### src/rtl/pin_mux_pkg.sv
// Register map, field layout and mode codes of the pin mux block
package pin_mux_pkg;

    localparam int ADDR_W = 16;

    // Register indices; byte address is four times the index
    localparam logic [15:0] BUS_SEL_IDX = 16'h1c00;
    localparam logic [15:0] SLEW_IDX = 16'h1c16;
    localparam logic [15:0] PULL_ONE_IDX = 16'h1c17;
    localparam logic [15:0] PULL_TWO_IDX = 16'h1c18;
    localparam logic [15:0] PULL_THREE_IDX = 16'h1c19;

    // Bus selection fields
    localparam int SP1_MODE_LSB = 10;
    localparam int PP_MODE_LSB = 12;
    localparam logic [15:0] BUS_SEL_MASK = 16'h7c00;

    // Output slew select fields, 1 = slow
    localparam int SLEW_CLOCK_OUTPUT_PIN_BIT = 0;
    localparam int SLEW_EXTERNAL_MEMORY_INTERFACE_BIT = 1;
    localparam logic [15:0] SLEW_MASK = 16'h0003;

    // Pull inhibit fields
    localparam int PULL_SP1_LSB = 6;
    localparam int PULL_GPIO12_LSB = 2;
    localparam int PULL_SHARED_LSB = 8;

    // Reset values
    localparam logic [15:0] BUS_SEL_RST = 16'h0000;
    localparam logic [15:0] SLEW_RST = 16'h0000;
    localparam logic [15:0] PULL_RST = 16'h0000;

    // Parallel port mode codes
    localparam logic [2:0] PP_OFF = 3'h0;
    localparam logic [2:0] PP_SPI_GP = 3'h1;
    localparam logic [2:0] PP_GPIO = 3'h2;
    localparam logic [2:0] PP_SPI_I2S3 = 3'h3;
    localparam logic [2:0] PP_I2S2_UART = 3'h4;
    localparam logic [2:0] PP_SPI_UART = 3'h5;
    localparam logic [2:0] PP_I2S_I2S = 3'h6;

    // Serial port one mode codes
    localparam logic [1:0] SP1_CARD = 2'h0;
    localparam logic [1:0] SP1_I2S = 2'h1;
    localparam logic [1:0] SP1_GPIO = 2'h2;

    // Source of a group of four shared pins
    typedef enum logic [2:0] {
        SRC_NONE,
        SRC_I2S2,
        SRC_I2S3,
        SRC_SPI,
        SRC_UART,
        SRC_GPIO
    } quad_src_t;

endpackage

### src/rtl/pin_mux_ctrl.sv
// Pin multiplexing, pull inhibit and slew control with an APB register slave
//
// Contract
// RULE_01: Every internal pull is separately switchable via three pull inhibit registers; the test reset pulldown here follows coreSupplyOn only.
// RULE_02: Software disables internal pulls where external pulls or drivers exist.
// RULE_03: With core supply down, all pulls off and bus holders on.
// RULE_04: Slew register picks fast or slow edges for clock out and memory pins.
// RULE_05: Only the bus selection register steers functions onto muxed pins.
// RULE_06: Software resets affected peripherals after any pin mux change.
// RULE_07: Parallel mode resets to unsupported zero; software sets 001 to 110.
// RULE_08: Mode 001: dedicated SPI and GPIO12-17 on, I2S2 low, UART high.
// RULE_09: Mode 010: dedicated pins idle, GPIO 18-20 and 27-31 on shared pins.
// RULE_10: Mode 011: SPI on low four shared pins, I2S3 on high four.
// RULE_11: Mode 100: I2S2 low four, UART high four, dedicated pins idle.
// RULE_12: Mode 101: SPI low four, UART high four, dedicated pins idle.
// RULE_13: Mode 110: dedicated SPI and GPIO12-17 on, I2S2 low, I2S3 high.
// RULE_14: Third pull register holds bits for GPIO12-17 and the eight shared pins.
// RULE_15: Serial port one mode resets to 00, card port on all six pins.
// RULE_16: Serial port one mode 01: I2S1 on four pins, GPIO10-11 on last two.
// RULE_17: Serial port one mode 10: GPIO6-11 on the six pins in order.
// RULE_18: First pull register holds one bit per serial port one pin.
// RULE_19: Serial port one functions come only from its mode field.
// RULE_20: Serial port one mode sits at bits 11:10; code 11 reserved.
// RULE_21: Inhibit bit one disables the pull; zero leaves it enabled.
// RULE_22: Parallel modes 000 and 111 drive nothing onto the muxed pins.
`timescale 1ns/10ps
module pin_mux_ctrl
    import pin_mux_pkg::*;
(
    input wire logic core_clk, // 200 MHz clock
    input wire logic rst, // Async reset, active high
    input wire logic psel, // APB select
    input wire logic penable, // APB access phase
    input wire logic pwrite, // APB write
    input wire logic [ADDR_W-1:0] paddr, // APB byte address
    input wire logic [31:0] pwdata, // APB write data
    output logic [31:0] prdata, // APB read data
    output logic pready, // APB ready
    output logic pslverr, // APB error on unmapped address
    input wire logic coreSupplyOn, // Core supply powered
    output logic busHoldEn, // Pad bus holders enabled
    output logic trstPullEn, // Test reset pulldown enable
    output logic [15:0] pullEnOne, // Pull enables, first group
    output logic [15:0] pullEnTwo, // Pull enables, second group
    output logic [15:0] pullEnThree, // Pull enables, third group
    output logic clockOutSlewSlow, // Clock output pin slow slew
    output logic memIfSlewSlow, // Memory interface pins slow slew
    input wire logic [7:0] ppPadIn, // Shared parallel pins, pad level
    output logic [7:0] ppPadOut, // Shared parallel pins, drive value
    output logic [7:0] ppPadOe, // Shared parallel pins, drive enable
    input wire logic [6:0] spiPadIn, // Dedicated SPI pins: clk, rx, tx, cs0-3
    output logic [6:0] spiPadOut, // Dedicated SPI pins, drive value
    output logic [6:0] spiPadOe, // Dedicated SPI pins, drive enable
    input wire logic [5:0] gpLoPadIn, // GPIO 12-17 pins, pad level
    output logic [5:0] gpLoPadOut, // GPIO 12-17 pins, drive value
    output logic [5:0] gpLoPadOe, // GPIO 12-17 pins, drive enable
    input wire logic [5:0] sp1PadIn, // Serial port one pins, pad level
    output logic [5:0] sp1PadOut, // Serial port one pins, drive value
    output logic [5:0] sp1PadOe, // Serial port one pins, drive enable
    input wire logic spiClkOut, // SPI clock from controller
    input wire logic spiTxOut, // SPI transmit data
    input wire logic [3:0] spiCsOut, // SPI chip selects
    input wire logic spiOutEn, // SPI drives its outputs
    output logic spiRxIn, // SPI receive data to controller
    input wire logic [3:0] i2s2Out, // I2S2 clk, fs, rx, dx drive values
    input wire logic [3:0] i2s2Oe, // I2S2 drive enables
    output logic [3:0] i2s2In, // I2S2 pad levels to port
    input wire logic [3:0] i2s3Out, // I2S3 clk, fs, rx, dx drive values
    input wire logic [3:0] i2s3Oe, // I2S3 drive enables
    output logic [3:0] i2s3In, // I2S3 pad levels to port
    input wire logic [3:0] uartOut, // UART rts, cts, rxd, txd drive values
    input wire logic [3:0] uartOe, // UART drive enables
    output logic [3:0] uartIn, // UART pad levels to port
    input wire logic [7:0] gpPpOut, // GPIO 18-20, 27-31 drive values
    input wire logic [7:0] gpPpOe, // GPIO 18-20, 27-31 drive enables
    output logic [7:0] gpPpIn, // GPIO 18-20, 27-31 pad levels
    input wire logic [5:0] gpLoOut, // GPIO 12-17 drive values
    input wire logic [5:0] gpLoOe, // GPIO 12-17 drive enables
    output logic [5:0] gpLoIn, // GPIO 12-17 pad levels
    input wire logic [5:0] cardOut, // Card port clk, cmd, d0-d3 values
    input wire logic [5:0] cardOe, // Card port drive enables
    output logic [5:0] cardIn, // Card port pad levels
    input wire logic [3:0] i2s1Out, // I2S1 clk, fs, dx, rx drive values
    input wire logic [3:0] i2s1Oe, // I2S1 drive enables
    output logic [3:0] i2s1In, // I2S1 pad levels
    input wire logic [5:0] gpSp1Out, // GPIO 6-11 drive values
    input wire logic [5:0] gpSp1Oe, // GPIO 6-11 drive enables
    output logic [5:0] gpSp1In // GPIO 6-11 pad levels
);

    ////////////////////////////////////////////////////////////////////////
    // Register file

    function automatic logic [ADDR_W-1:0] byte_addr(input logic [15:0] idx);
        return {idx[ADDR_W-3:0], 2'b00};
    endfunction

    logic [15:0] busSel_q;
    logic [15:0] slew_q;
    logic [15:0] pullOne_q;
    logic [15:0] pullTwo_q;
    logic [15:0] pullThree_q;
    logic pready_q;
    logic [31:0] prdata_q;
    logic pslverr_q;
    logic [15:0] rdData;
    logic hit;
    logic wrEn;
    logic [2:0] parallel_port_mode;
    logic [1:0] serial_port_one_mode;

    assign parallel_port_mode = busSel_q[PP_MODE_LSB +: 3];
    assign serial_port_one_mode = busSel_q[SP1_MODE_LSB +: 2];
    assign wrEn = psel && penable && pready_q && pwrite && hit;

    always_comb begin
        hit = 1'b1;
        rdData = 16'h0000;
        if (paddr == byte_addr(BUS_SEL_IDX)) begin
            rdData = busSel_q;
        end else if (paddr == byte_addr(SLEW_IDX)) begin
            rdData = slew_q;
        end else if (paddr == byte_addr(PULL_ONE_IDX)) begin
            rdData = pullOne_q;
        end else if (paddr == byte_addr(PULL_TWO_IDX)) begin
            rdData = pullTwo_q;
        end else if (paddr == byte_addr(PULL_THREE_IDX)) begin
            rdData = pullThree_q;
        end else begin
            hit = 1'b0;
        end
    end

    // One wait state, answer on the second access cycle
    always_ff @(posedge core_clk or posedge rst) begin
        if (rst) begin
            pready_q <= 1'b0;
            prdata_q <= 32'h0000_0000;
            pslverr_q <= 1'b0;
        end else begin
            pready_q <= psel && penable && !pready_q;
            if (psel && penable && !pready_q) begin
                prdata_q <= (!pwrite && hit) ? {16'h0000, rdData} : 32'h0000_0000;
                pslverr_q <= !hit;
            end
        end
    end

    always_ff @(posedge core_clk or posedge rst) begin
        if (rst) begin
            busSel_q <= BUS_SEL_RST; // RULE_07 RULE_15
        end else if (wrEn && paddr == byte_addr(BUS_SEL_IDX)) begin
            busSel_q <= pwdata[15:0] & BUS_SEL_MASK; // RULE_05 RULE_20
        end
    end

    always_ff @(posedge core_clk or posedge rst) begin
        if (rst) begin
            slew_q <= SLEW_RST;
        end else if (wrEn && paddr == byte_addr(SLEW_IDX)) begin
            slew_q <= pwdata[15:0] & SLEW_MASK; // RULE_04
        end
    end

    always_ff @(posedge core_clk or posedge rst) begin
        if (rst) begin
            pullOne_q <= PULL_RST;
            pullTwo_q <= PULL_RST;
            pullThree_q <= PULL_RST;
        end else if (wrEn) begin
            if (paddr == byte_addr(PULL_ONE_IDX)) begin
                pullOne_q <= pwdata[15:0]; // RULE_01 RULE_18
            end
            if (paddr == byte_addr(PULL_TWO_IDX)) begin
                pullTwo_q <= pwdata[15:0]; // RULE_01
            end
            if (paddr == byte_addr(PULL_THREE_IDX)) begin
                pullThree_q <= pwdata[15:0]; // RULE_01 RULE_14
            end
        end
    end

    assign pready = pready_q;
    assign prdata = prdata_q;
    assign pslverr = pslverr_q;

    ////////////////////////////////////////////////////////////////////////
    // Pad control: pulls, bus holders, slew

    logic [15:0] pullEnOne_q;
    logic [15:0] pullEnTwo_q;
    logic [15:0] pullEnThree_q;
    logic busHold_q;
    logic trstPull_q;
    logic clkSlew_q;
    logic memSlew_q;

    always_ff @(posedge core_clk or posedge rst) begin
        if (rst) begin
            pullEnOne_q <= 16'h0000;
            pullEnTwo_q <= 16'h0000;
            pullEnThree_q <= 16'h0000;
            busHold_q <= 1'b0;
            trstPull_q <= 1'b0;
        end else begin
            pullEnOne_q <= coreSupplyOn ? ~pullOne_q : 16'h0000; // RULE_21 RULE_03
            pullEnTwo_q <= coreSupplyOn ? ~pullTwo_q : 16'h0000; // RULE_21 RULE_03
            pullEnThree_q <= coreSupplyOn ? ~pullThree_q : 16'h0000; // RULE_21 RULE_03
            busHold_q <= !coreSupplyOn; // RULE_03
            trstPull_q <= coreSupplyOn; // RULE_01
        end
    end

    always_ff @(posedge core_clk or posedge rst) begin
        if (rst) begin
            clkSlew_q <= 1'b0;
            memSlew_q <= 1'b0;
        end else begin
            clkSlew_q <= slew_q[SLEW_CLOCK_OUTPUT_PIN_BIT]; // RULE_04
            memSlew_q <= slew_q[SLEW_EXTERNAL_MEMORY_INTERFACE_BIT]; // RULE_04
        end
    end

    assign pullEnOne = pullEnOne_q;
    assign pullEnTwo = pullEnTwo_q;
    assign pullEnThree = pullEnThree_q;
    assign busHoldEn = busHold_q;
    assign trstPullEn = trstPull_q;
    assign clockOutSlewSlow = clkSlew_q;
    assign memIfSlewSlow = memSlew_q;

    ////////////////////////////////////////////////////////////////////////
    // Parallel port routing

    quad_src_t loSrc;
    quad_src_t hiSrc;
    logic dedOn;
    logic [3:0] spiQuadOut;
    logic [3:0] spiQuadOe;

    // Shared pin order: clk, cs0, rx, tx
    assign spiQuadOut = {spiTxOut, 1'b0, spiCsOut[0], spiClkOut};
    assign spiQuadOe = {spiOutEn, 1'b0, spiOutEn, spiOutEn};

    always_comb begin
        loSrc = SRC_NONE;
        hiSrc = SRC_NONE;
        dedOn = 1'b0;
        case (parallel_port_mode)
            PP_SPI_GP: begin
                dedOn = 1'b1; // RULE_08
                loSrc = SRC_I2S2;
                hiSrc = SRC_UART;
            end
            PP_GPIO: begin
                loSrc = SRC_GPIO; // RULE_09
                hiSrc = SRC_GPIO;
            end
            PP_SPI_I2S3: begin
                loSrc = SRC_SPI; // RULE_10
                hiSrc = SRC_I2S3;
            end
            PP_I2S2_UART: begin
                loSrc = SRC_I2S2; // RULE_11
                hiSrc = SRC_UART;
            end
            PP_SPI_UART: begin
                loSrc = SRC_SPI; // RULE_12
                hiSrc = SRC_UART;
            end
            PP_I2S_I2S: begin
                dedOn = 1'b1; // RULE_13
                loSrc = SRC_I2S2;
                hiSrc = SRC_I2S3;
            end
            default: begin
                dedOn = 1'b0; // RULE_22 RULE_07
            end
        endcase
    end

    function automatic logic [3:0] quad_drive(input quad_src_t src, input logic [3:0] i2s2,
            input logic [3:0] i2s3, input logic [3:0] spi, input logic [3:0] uart,
            input logic [3:0] gp);
        logic [3:0] res;
        res = 4'h0;
        case (src)
            SRC_I2S2: res = i2s2;
            SRC_I2S3: res = i2s3;
            SRC_SPI: res = spi;
            SRC_UART: res = uart;
            SRC_GPIO: res = gp;
            default: res = 4'h0;
        endcase
        return res;
    endfunction

    logic [7:0] ppOut_d;
    logic [7:0] ppOe_d;
    logic [7:0] ppPadOut_q;
    logic [7:0] ppPadOe_q;
    logic [6:0] spiPadOut_q;
    logic [6:0] spiPadOe_q;
    logic [5:0] gpLoPadOut_q;
    logic [5:0] gpLoPadOe_q;

    always_comb begin
        ppOut_d[3:0] = quad_drive(loSrc, i2s2Out, i2s3Out, spiQuadOut, uartOut,
            gpPpOut[3:0]);
        ppOut_d[7:4] = quad_drive(hiSrc, i2s2Out, i2s3Out, spiQuadOut, uartOut,
            gpPpOut[7:4]);
        ppOe_d[3:0] = quad_drive(loSrc, i2s2Oe, i2s3Oe, spiQuadOe, uartOe,
            gpPpOe[3:0]);
        ppOe_d[7:4] = quad_drive(hiSrc, i2s2Oe, i2s3Oe, spiQuadOe, uartOe,
            gpPpOe[7:4]);
    end

    always_ff @(posedge core_clk or posedge rst) begin
        if (rst) begin
            ppPadOut_q <= 8'h00;
            ppPadOe_q <= 8'h00;
        end else begin
            ppPadOut_q <= ppOut_d; // RULE_05
            ppPadOe_q <= ppOe_d; // RULE_22
        end
    end

    // Dedicated SPI pad order: clk, rx, tx, cs0-3
    always_ff @(posedge core_clk or posedge rst) begin
        if (rst) begin
            spiPadOut_q <= 7'h00;
            spiPadOe_q <= 7'h00;
            gpLoPadOut_q <= 6'h00;
            gpLoPadOe_q <= 6'h00;
        end else begin
            spiPadOut_q <= dedOn ? {spiCsOut, spiTxOut, 1'b0, spiClkOut} : 7'h00;
            spiPadOe_q <= dedOn ? {{5{spiOutEn}}, 1'b0, spiOutEn} : 7'h00; // RULE_08 RULE_13
            gpLoPadOut_q <= dedOn ? gpLoOut : 6'h00;
            gpLoPadOe_q <= dedOn ? gpLoOe : 6'h00; // RULE_08 RULE_13
        end
    end

    assign ppPadOut = ppPadOut_q;
    assign ppPadOe = ppPadOe_q;
    assign spiPadOut = spiPadOut_q;
    assign spiPadOe = spiPadOe_q;
    assign gpLoPadOut = gpLoPadOut_q;
    assign gpLoPadOe = gpLoPadOe_q;

    // Pad levels back to the peripherals, zero when not routed
    logic spiRx_q;
    logic [3:0] i2s2In_q;
    logic [3:0] i2s3In_q;
    logic [3:0] uartIn_q;
    logic [7:0] gpPpIn_q;
    logic [5:0] gpLoIn_q;

    always_ff @(posedge core_clk or posedge rst) begin
        if (rst) begin
            spiRx_q <= 1'b0;
            i2s2In_q <= 4'h0;
            i2s3In_q <= 4'h0;
            uartIn_q <= 4'h0;
            gpPpIn_q <= 8'h00;
            gpLoIn_q <= 6'h00;
        end else begin
            spiRx_q <= dedOn ? spiPadIn[1] : ((loSrc == SRC_SPI) && ppPadIn[2]);
            i2s2In_q <= (loSrc == SRC_I2S2) ? ppPadIn[3:0] : 4'h0;
            i2s3In_q <= (hiSrc == SRC_I2S3) ? ppPadIn[7:4] : 4'h0;
            uartIn_q <= (hiSrc == SRC_UART) ? ppPadIn[7:4] : 4'h0;
            gpPpIn_q <= (loSrc == SRC_GPIO) ? ppPadIn : 8'h00; // RULE_09
            gpLoIn_q <= dedOn ? gpLoPadIn : 6'h00;
        end
    end

    assign spiRxIn = spiRx_q;
    assign i2s2In = i2s2In_q;
    assign i2s3In = i2s3In_q;
    assign uartIn = uartIn_q;
    assign gpPpIn = gpPpIn_q;
    assign gpLoIn = gpLoIn_q;

    ////////////////////////////////////////////////////////////////////////
    // Serial port one routing

    logic [5:0] sp1Out_d;
    logic [5:0] sp1Oe_d;
    logic [5:0] sp1PadOut_q;
    logic [5:0] sp1PadOe_q;
    logic [5:0] cardIn_q;
    logic [3:0] i2s1In_q;
    logic [5:0] gpSp1In_q;

    always_comb begin
        sp1Out_d = 6'h00;
        sp1Oe_d = 6'h00;
        case (serial_port_one_mode) // RULE_19
            SP1_CARD: begin
                sp1Out_d = cardOut; // RULE_15
                sp1Oe_d = cardOe;
            end
            SP1_I2S: begin
                sp1Out_d = {gpSp1Out[5:4], i2s1Out}; // RULE_16
                sp1Oe_d = {gpSp1Oe[5:4], i2s1Oe};
            end
            SP1_GPIO: begin
                sp1Out_d = gpSp1Out; // RULE_17
                sp1Oe_d = gpSp1Oe;
            end
            default: begin
                sp1Oe_d = 6'h00; // RULE_20
            end
        endcase
    end

    always_ff @(posedge core_clk or posedge rst) begin
        if (rst) begin
            sp1PadOut_q <= 6'h00;
            sp1PadOe_q <= 6'h00;
            cardIn_q <= 6'h00;
            i2s1In_q <= 4'h0;
            gpSp1In_q <= 6'h00;
        end else begin
            sp1PadOut_q <= sp1Out_d;
            sp1PadOe_q <= sp1Oe_d;
            cardIn_q <= (serial_port_one_mode == SP1_CARD) ? sp1PadIn : 6'h00;
            i2s1In_q <= (serial_port_one_mode == SP1_I2S) ? sp1PadIn[3:0] : 4'h0;
            gpSp1In_q <= (serial_port_one_mode == SP1_GPIO) ? sp1PadIn :
                ((serial_port_one_mode == SP1_I2S) ? {sp1PadIn[5:4], 4'h0} : 6'h00);
        end
    end

    assign sp1PadOut = sp1PadOut_q;
    assign sp1PadOe = sp1PadOe_q;
    assign cardIn = cardIn_q;
    assign i2s1In = i2s1In_q;
    assign gpSp1In = gpSp1In_q;

    ////////////////////////////////////////////////////////////////////////
    // Assertions

    // Checks wait one edge past reset
    logic armed_q;

    always_ff @(posedge core_clk or posedge rst) begin
        if (rst) begin
            armed_q <= 1'b0;
        end else begin
            armed_q <= 1'b1;
        end
    end
endmodule

### config.mk
export PLATFORM = sky130hd
export DESIGN_NAME = pin_mux_ctrl
export DESIGN_NICKNAME = d
export VERILOG_FILES = /design/src/rtl/pin_mux_pkg.sv /design/src/rtl/pin_mux_ctrl.sv
export SDC_FILE = /design/constraint.sdc
export NUM_CORES = 1
export LEC_CHECK = 0
export ABC_AREA = 1
export BUFFER_PORTS_ARGS = -buffer_cell sky130_fd_sc_hd__buf_2
export CORE_MARGIN = 2
export CORE_UTILIZATION = 37
export CTS_BUF_LIST = sky130_fd_sc_hd__clkbuf_2
export DETAILED_ROUTE_END_ITERATION = 16
export GPL_TIMING_DRIVEN = 1
export PLACE_DENSITY = 0.64
export SYNTH_ARGS = -nofsm -noshare
export SYNTH_HDL_FRONTEND = slang
export SYNTH_SLANG_ARGS = --single-unit
### constraint.sdc
create_clock -name core_clk -period 7.9 [get_ports core_clk]
set_clock_uncertainty 0.15 [all_clocks]
set_input_delay 0.395 -clock core_clk [delete_from_list [all_inputs] [get_ports core_clk]]
set_output_delay 0.395 -clock core_clk [all_outputs]
set_load 0.02 [all_outputs]
==> results_dict.tcl, run 1 <==
set metrics [dict create \
    status "finished, final reports clean" \
    max_freq_mhz 252 \
    cp-start-kind "input port" \
    initial_core_util_pct 37.5 \
    drt_pass1_iterations 5 \
    grt_pass1_wl_um 39900 \
    r2r_slack_ns 5.06 \
    worstPathMaxFanout 41 \
    antenna_left 0 \
    synth_cells 909 \
    clkTransAtPathRegs_ns 0.11 \
    final_layout_size_suffix_gt1_share_pct 29.9 \
    grtUsageMet1_pct 25.6 \
    ys.warnings.count 0 \
    power.density_nw_per_um2 172 \
    root_buffer "clkbuf_2" \
    grtUsageTotal_pct 21.1 \
    dp_hpwl_um 16700 \
    tightest_slew_ns 1.11 \
    die_height_um 155 \
    ys_ff_latch 215 \
    worstHoldPathType "input port to asynchronous set/reset pin" \
    cts_buffers 56 \
    fin_nets 1550 \
    grt_pass1_vias 7682 \
    core_area_um2 22600 \
    cts_tree "done" \
    fin_ws_ns 3.94 \
    rsz0062_at_grt "no" \
    ctsLongestPathBuffers 3 \
    htreeDepth 2 \
    use_met2_pct 36.6 \
    mostFrequentLayoutCell "buf_2" \
    dieArea_um2 24100 \
    gp_congestion 0.783 \
    pre_cts_slack_ns 4.22 \
    r2r-start "busSel_q[11]$_DFFE_PP0P_" \
    hold_viol_final 0 \
    antenna_found_initial 1 \
    setup_viol 0 \
    worst_hold_slack_ns 0.0878 \
    area_delta_synth_final_pct 41.9 \
    worstPathRequired_ns 8.43 \
    final_cell_mix "314 x buf_2, 233 x nand2_1, 215 x dfrtp_1" \
    r2r_cells 5 \
    fin_cells 1705 \
    io_buffers 314 \
    maxCapViolCount 0 \
    worstSetupEndpointType "register" \
    drc 0 \
    grt-busiest-layer "met2" \
    first_iter_violations 386 \
    cts_resized 0 \
    grt_remaining_overflow 0 \
    p_leak_uw 0.00707 \
    fin_setup_tns_ns 0 \
    cp.arrival_ns 4.49 \
    place_inst 1473 \
    period_needed_ns 3.96 \
    slew_headroom_pct 25.9 \
    clock_latency_ns 0.84 \
    cts_sinks 215 \
    grt_max_degree 98 \
    syn_avg_cell_area_um2 9.31 \
    io_pins 355 \
    postRouteWirelength_um 26200 \
    synth_area_um2 8460 \
    fin_crit_sh_pct 50.2 \
    via_per_inst 4.59 \
    grt_use_met3_pct 4.29 \
    dieWidth_um 155 \
    ys_seq_area_share_pct 63.6 \
    rows 55 \
    ys_types 29 \
    r2r-end "sp1PadOe[5]$_DFF_PP0_" \
    ir_drop_v 0.0000867 \
    slew_viol_final 0 \
    crit_type "input port to register" \
    vias 7833 \
    wl_per_cell_um 15.3 \
]
## worst max path at each step
| stage | startpoint | end | slack, ns | cells after the start |
|---|---|---|---|---|
| after floorplan | rst | busHoldEn$_DFF_PP0_ | 1.48 | 1 |
| after global placement | paddr[11] | pullTwo_q[7]$_DFFE_PP0P_ | 4.33 | 11 |
| after detailed placement | paddr[11] | pullTwo_q[5]$_DFFE_PP0P_ | 4.22 | 11 |
| after CTS | paddr[9] | pullTwo_q[5]$_DFFE_PP0P_ | 4.01 | 14 |
| after global routing | paddr[9] | pullTwo_q[5]$_DFFE_PP0P_ | 3.69 | 14 |
| final | paddr[9] | pullTwo_q[5]$_DFFE_PP0P_ | 3.94 | 14 |
## metrics by stage
stage | cell area [µm²] | utilization (%) | total power, µW
2_1_floorplan | 8530 | - | 1200
3_5_place_dp | 10100 | 45.0 | 1260
5_1_grt | 12000 | 53.2 | 2180
4_1_cts | 12000 | 53.2 | 2110
3_3_place_gp | 10100 | 45.0 | 1260
6_report | 12000 | 53.2 | 2070
## critical path, stage by stage
cell and delay, ns:
dlygate4sd3_1 0.53, buf_2 0.12, nor2_1 0.08, dlygate4sd3_1 0.55
nand2_1 0.07, dlygate4sd3_1 0.55, inv_1 0.07, nand2_1 0.08
nor2_2 0.68, nor2_2 0.15, nand2_4 0.11, nand2_4 0.28
nor2_4 0.60, o21ai_0 0.18
## cells by family (layout without fill, tap and decap cells)
kind of cell / count (synthesis) / count (layout) / share of synthesized area (%)
buf+inv: 148 / 641 / 8.13
compound gates: 89 / 89 / 6.05
other cells: 1 / 19 / 0.0443
flops: 215 / 215 / 63.6
simple gates: 456 / 456 / 22.2
## power breakdown
group	switching [µW]	internal [µW]
Sequential	2.96	1110
Combinational	93.1	72.5
Clock	456	337
## cell type report
class / instances / area (µm²)
Multi-Input combinational cell: 563 / 2460
Timing Repair Buffer: 450 / 2920
Antenna cell: 1 / 2.50
Sequential cell: 215 / 5380
Clock buffer: 78 / 390
Fill cell: 2096 / 10600
Tap cell: 285 / 357
Clock inverter: 21 / 146
Inverter: 92 / 353
## cells in the mapped netlist, drive strengths merged
master	instances	area share [%]
nand2	236	11
dfrtp	215	64
nor2	149	7.2
inv	92	4.1
nand3	64	3.8
o21ai	63	3.7
buf	36	3.2
clkbuf	20	0.89
a22oi	12	1.1
o211ai	9	0.80
nand4	3	0.22
a21oi	2	0.16
a22o	2	0.21
nor3	2	0.18
conb	1	0.044
nor4	1	0.074
o21a	1	0.089
or2	1	0.074
## flip-flops by register name, indices dropped and copies added, names as in the netlist, 8 cells and up
| register | cells |
|---|---|
| prdata | 16 |
| pullEnOne | 16 |
| pullEnThree | 16 |
| pullEnTwo | 16 |
| pullOne_q | 16 |
| pullThree_q | 16 |
| pullTwo_q | 16 |
| gpPpIn | 8 |
| ppPadOe | 8 |
| ppPadOut | 8 |
## metal layers
metal  wire length (µm)  share of wire [%]  vias up
met5                  0                  0        -
met2              13200                 50      319
li1                   -                  -     3752
met4                742                2.8        0
met3               1640                6.3       61
met1              10600                 40     3701
## repair_timing
item / 4_1_cts / 5_1_grt
endpoints found under the hold margin: 304 / 0
setup buffers: 0 / 0
hold buffers: 132 / 0
(Power assumes the default switching activity.)
==> run 2: changes to the inputs <==
==> constraint.sdc (replaced) <==
create_clock -name core_clk -period 4.1 [get_ports core_clk]
set_clock_uncertainty 0.15 [all_clocks]
set_input_delay 0.205 -clock core_clk [delete_from_list [all_inputs] [get_ports core_clk]]
set_output_delay 0.205 -clock core_clk [all_outputs]
set_load 0.02 [all_outputs]
==> run 2 against run 1 <==
Compared with the run above: worst hold slack worse by 0.0068 ns; first-iteration DRC count up 86%; global-route usage grew 4.4 points; combinational power rose by 150%; flip-flop and latch count stayed put; sequential power rose by 93%; non-clock buffer count increased by 137; clock power up 83%; register-to-register slack got worse by 3.9 ns; total power is 94% higher; design area rose by 11%; critical path depth up 4; critical endpoint is now pullThree_q[9]$_DFFE_PP0P_; largest cell class unchanged; highest routed layer unchanged.
==> results_dict.tcl, run 2 (synthesis gave the netlist of run 1 again) <==
set metrics [dict create \
    status "finished, final reports clean" \
    grt_pass1_wl_um 47800 \
    maxCapViolCount 0 \
    fin_nets 1687 \
    htreeDepth 2 \
    worstPathCellList "dlygate4sd3_1 > buf_2 > nor2_1 > dlygate4sd3_1 > nand2_1 > nor2_2 > dlygate4sd3_1 > buf_4 > nand2_2 > buf_4 > nand2_1 > nor2_2 > nand2_4 > nand2_4 > nor2_4 > nand2_1 > nand2_1 > dlygate4sd3_1" \
    worstPathMaxFanout 41 \
    final_layout_size_suffix_gt1_share_pct 28.3 \
    hold_viol_final 0 \
    drc 0 \
    initial_core_util_pct 37.5 \
    fin_setup_tns_ns 0 \
    first_iter_violations 717 \
    period_needed_ns 3.81 \
    power.density_nw_per_um2 301 \
    worstPathRequired_ns 4.61 \
    rsz0062_at_grt "no" \
    core_area_um2 22600 \
    dp_hpwl_um 16900 \
    io_pins 355 \
    slew_headroom_pct 31.5 \
    rows 55 \
    cp.arrival_ns 4.32 \
    grt_max_degree 96 \
    postRouteWirelength_um 31100 \
    cts_sinks 215 \
    clkTransAtPathRegs_ns 0.09 \
    antenna_found_initial 2 \
    dieWidth_um 155 \
    cp-start-kind "input port" \
    cts_buffers 56 \
    clock_latency_ns 0.77 \
    path_buf_inv 7 \
    drt_pass1_iterations 5 \
    via_per_inst 4.77 \
    cts_resized 0 \
    tightest_slew_ns 1.03 \
    grtUsageTotal_pct 25.4 \
    io_buffers 314 \
    ir_drop_v 0.000147 \
    grt_remaining_overflow 0 \
    grt_pass1_vias 9280 \
    vias 8775 \
    worst_hold_slack_ns 0.0810 \
    critical-path-top-delay-family "buffers and inverters" \
    slew_viol_final 0 \
    root_buffer "clkbuf_2" \
    cts_tree "done" \
    worstHoldPathType "input port to register" \
    max_freq_mhz 262 \
    fin_crit_sh_pct 93.0 \
    mostFrequentLayoutCell "buf_2" \
    slowest_stage "dlygate4sd3_1" \
    die_height_um 155 \
    wl_per_cell_um 16.9 \
    area_delta_synth_final_pct 57.4 \
    worst_path_largest_cell_delay_ns 0.56 \
    dieArea_um2 24100 \
    ctsLongestPathBuffers 3 \
    setup_viol 0 \
    antenna_left 0 \
    gp_congestion 0.808 \
    p_leak_uw 0.00765 \
    final_cell_mix "314 x buf_2, 256 x dlygate4sd3_1, 233 x nand2_1" \
    worstSetupEndpointType "register" \
    crit_type "input port to register" \
]
## run 2: cell count changes in the layout (fill, tap and decap cells not counted), moves of 2 or more
cell and delta:
buf_12 +2, buf_4 +11, clkbuf_2 +7, clkinv_1 -8, clkinv_2 -3, clkinv_4 -2
diode_2 +3, dlygate4sd3_1 +124
## run 2: power by group
part           switching [µW]  total, µW  internal, µW
Clock                     853       1450           599
Sequential               6.06       2140          2140
Combinational             204        414           210
## run 2: repair_timing
action / in CTS / in global routing
setup endpoints to repair: 0 / 1
hold endpoints to repair: 390 / 0
hold buffers: 256 / 0
buffers inserted: 0 / 5
## run 2: path summary, 6_finish.rpt
kind	cells past startpoint	start	slack, ns	to
setup reg to reg	10	busSel_q[12]$_DFFE_PP0P_	1.19	ppPadOut[1]$_DFF_PP0_
setup / recovery	18	paddr[9]	0.29	pullThree_q[9]$_DFFE_PP0P_
max in group asynchronous	5	rst	2.57	uartIn[2]$_DFF_PP0_
min in group asynchronous	4	rst	0.36	gpLoIn[2]$_DFF_PP0_
hold / removal	8	paddr[5]	0.08	busSel_q[13]$_DFFE_PP0P_
hold reg to reg	1	pullOne_q[11]$_DFFE_PP0P_	0.25	pullEnOne[11]$_DFF_PP0_
## run 2: worst register-to-register path: stages (launching register included)
cell	delay (ns)
dfrtp_1	0.39
inv_1	0.10
nor2_1	0.18
nand2_1	0.07
nand2_1	0.14
a21oi_1	0.06
inv_1	0.38
a22oi_1	0.13
dlygate4sd3_1	0.61
o21ai_0	0.07
dlygate4sd3_1	0.58
## run 2: final cells by class
cell class	instances	area (µm²)
tap	285	357
clock inverter	7	53.8
inverter	92	349
sequential	215	5380
multi-input combinational	563	2460
clock buffer	85	425
antenna	4	10.0
timing repair buffer	587	4290
fill	1898	9250
## run 2: metal layers
metal | track usage, % | routed length (µm)
met2 | 43.6 | 15500
met5 | 0 | 0
met4 | 16.0 | 1730
met3 | 6.46 | 2360
met1 | 28.4 | 11600
## run 2: through the flow
stage	worst slack [ns]	cells	cell area [µm²]	util [%]	power, µW
after CTS	0.249	1829	13300	58.8	4040
after detailed placement	1.22	1481	10200	45.3	2430
final	0.288	1838	13300	59.0	4010
after global routing	0.185	1836	13300	59.0	4210
after global placement	1.29	1481	10200	45.3	2430
after floorplan	0.947	926	8530	-	2310
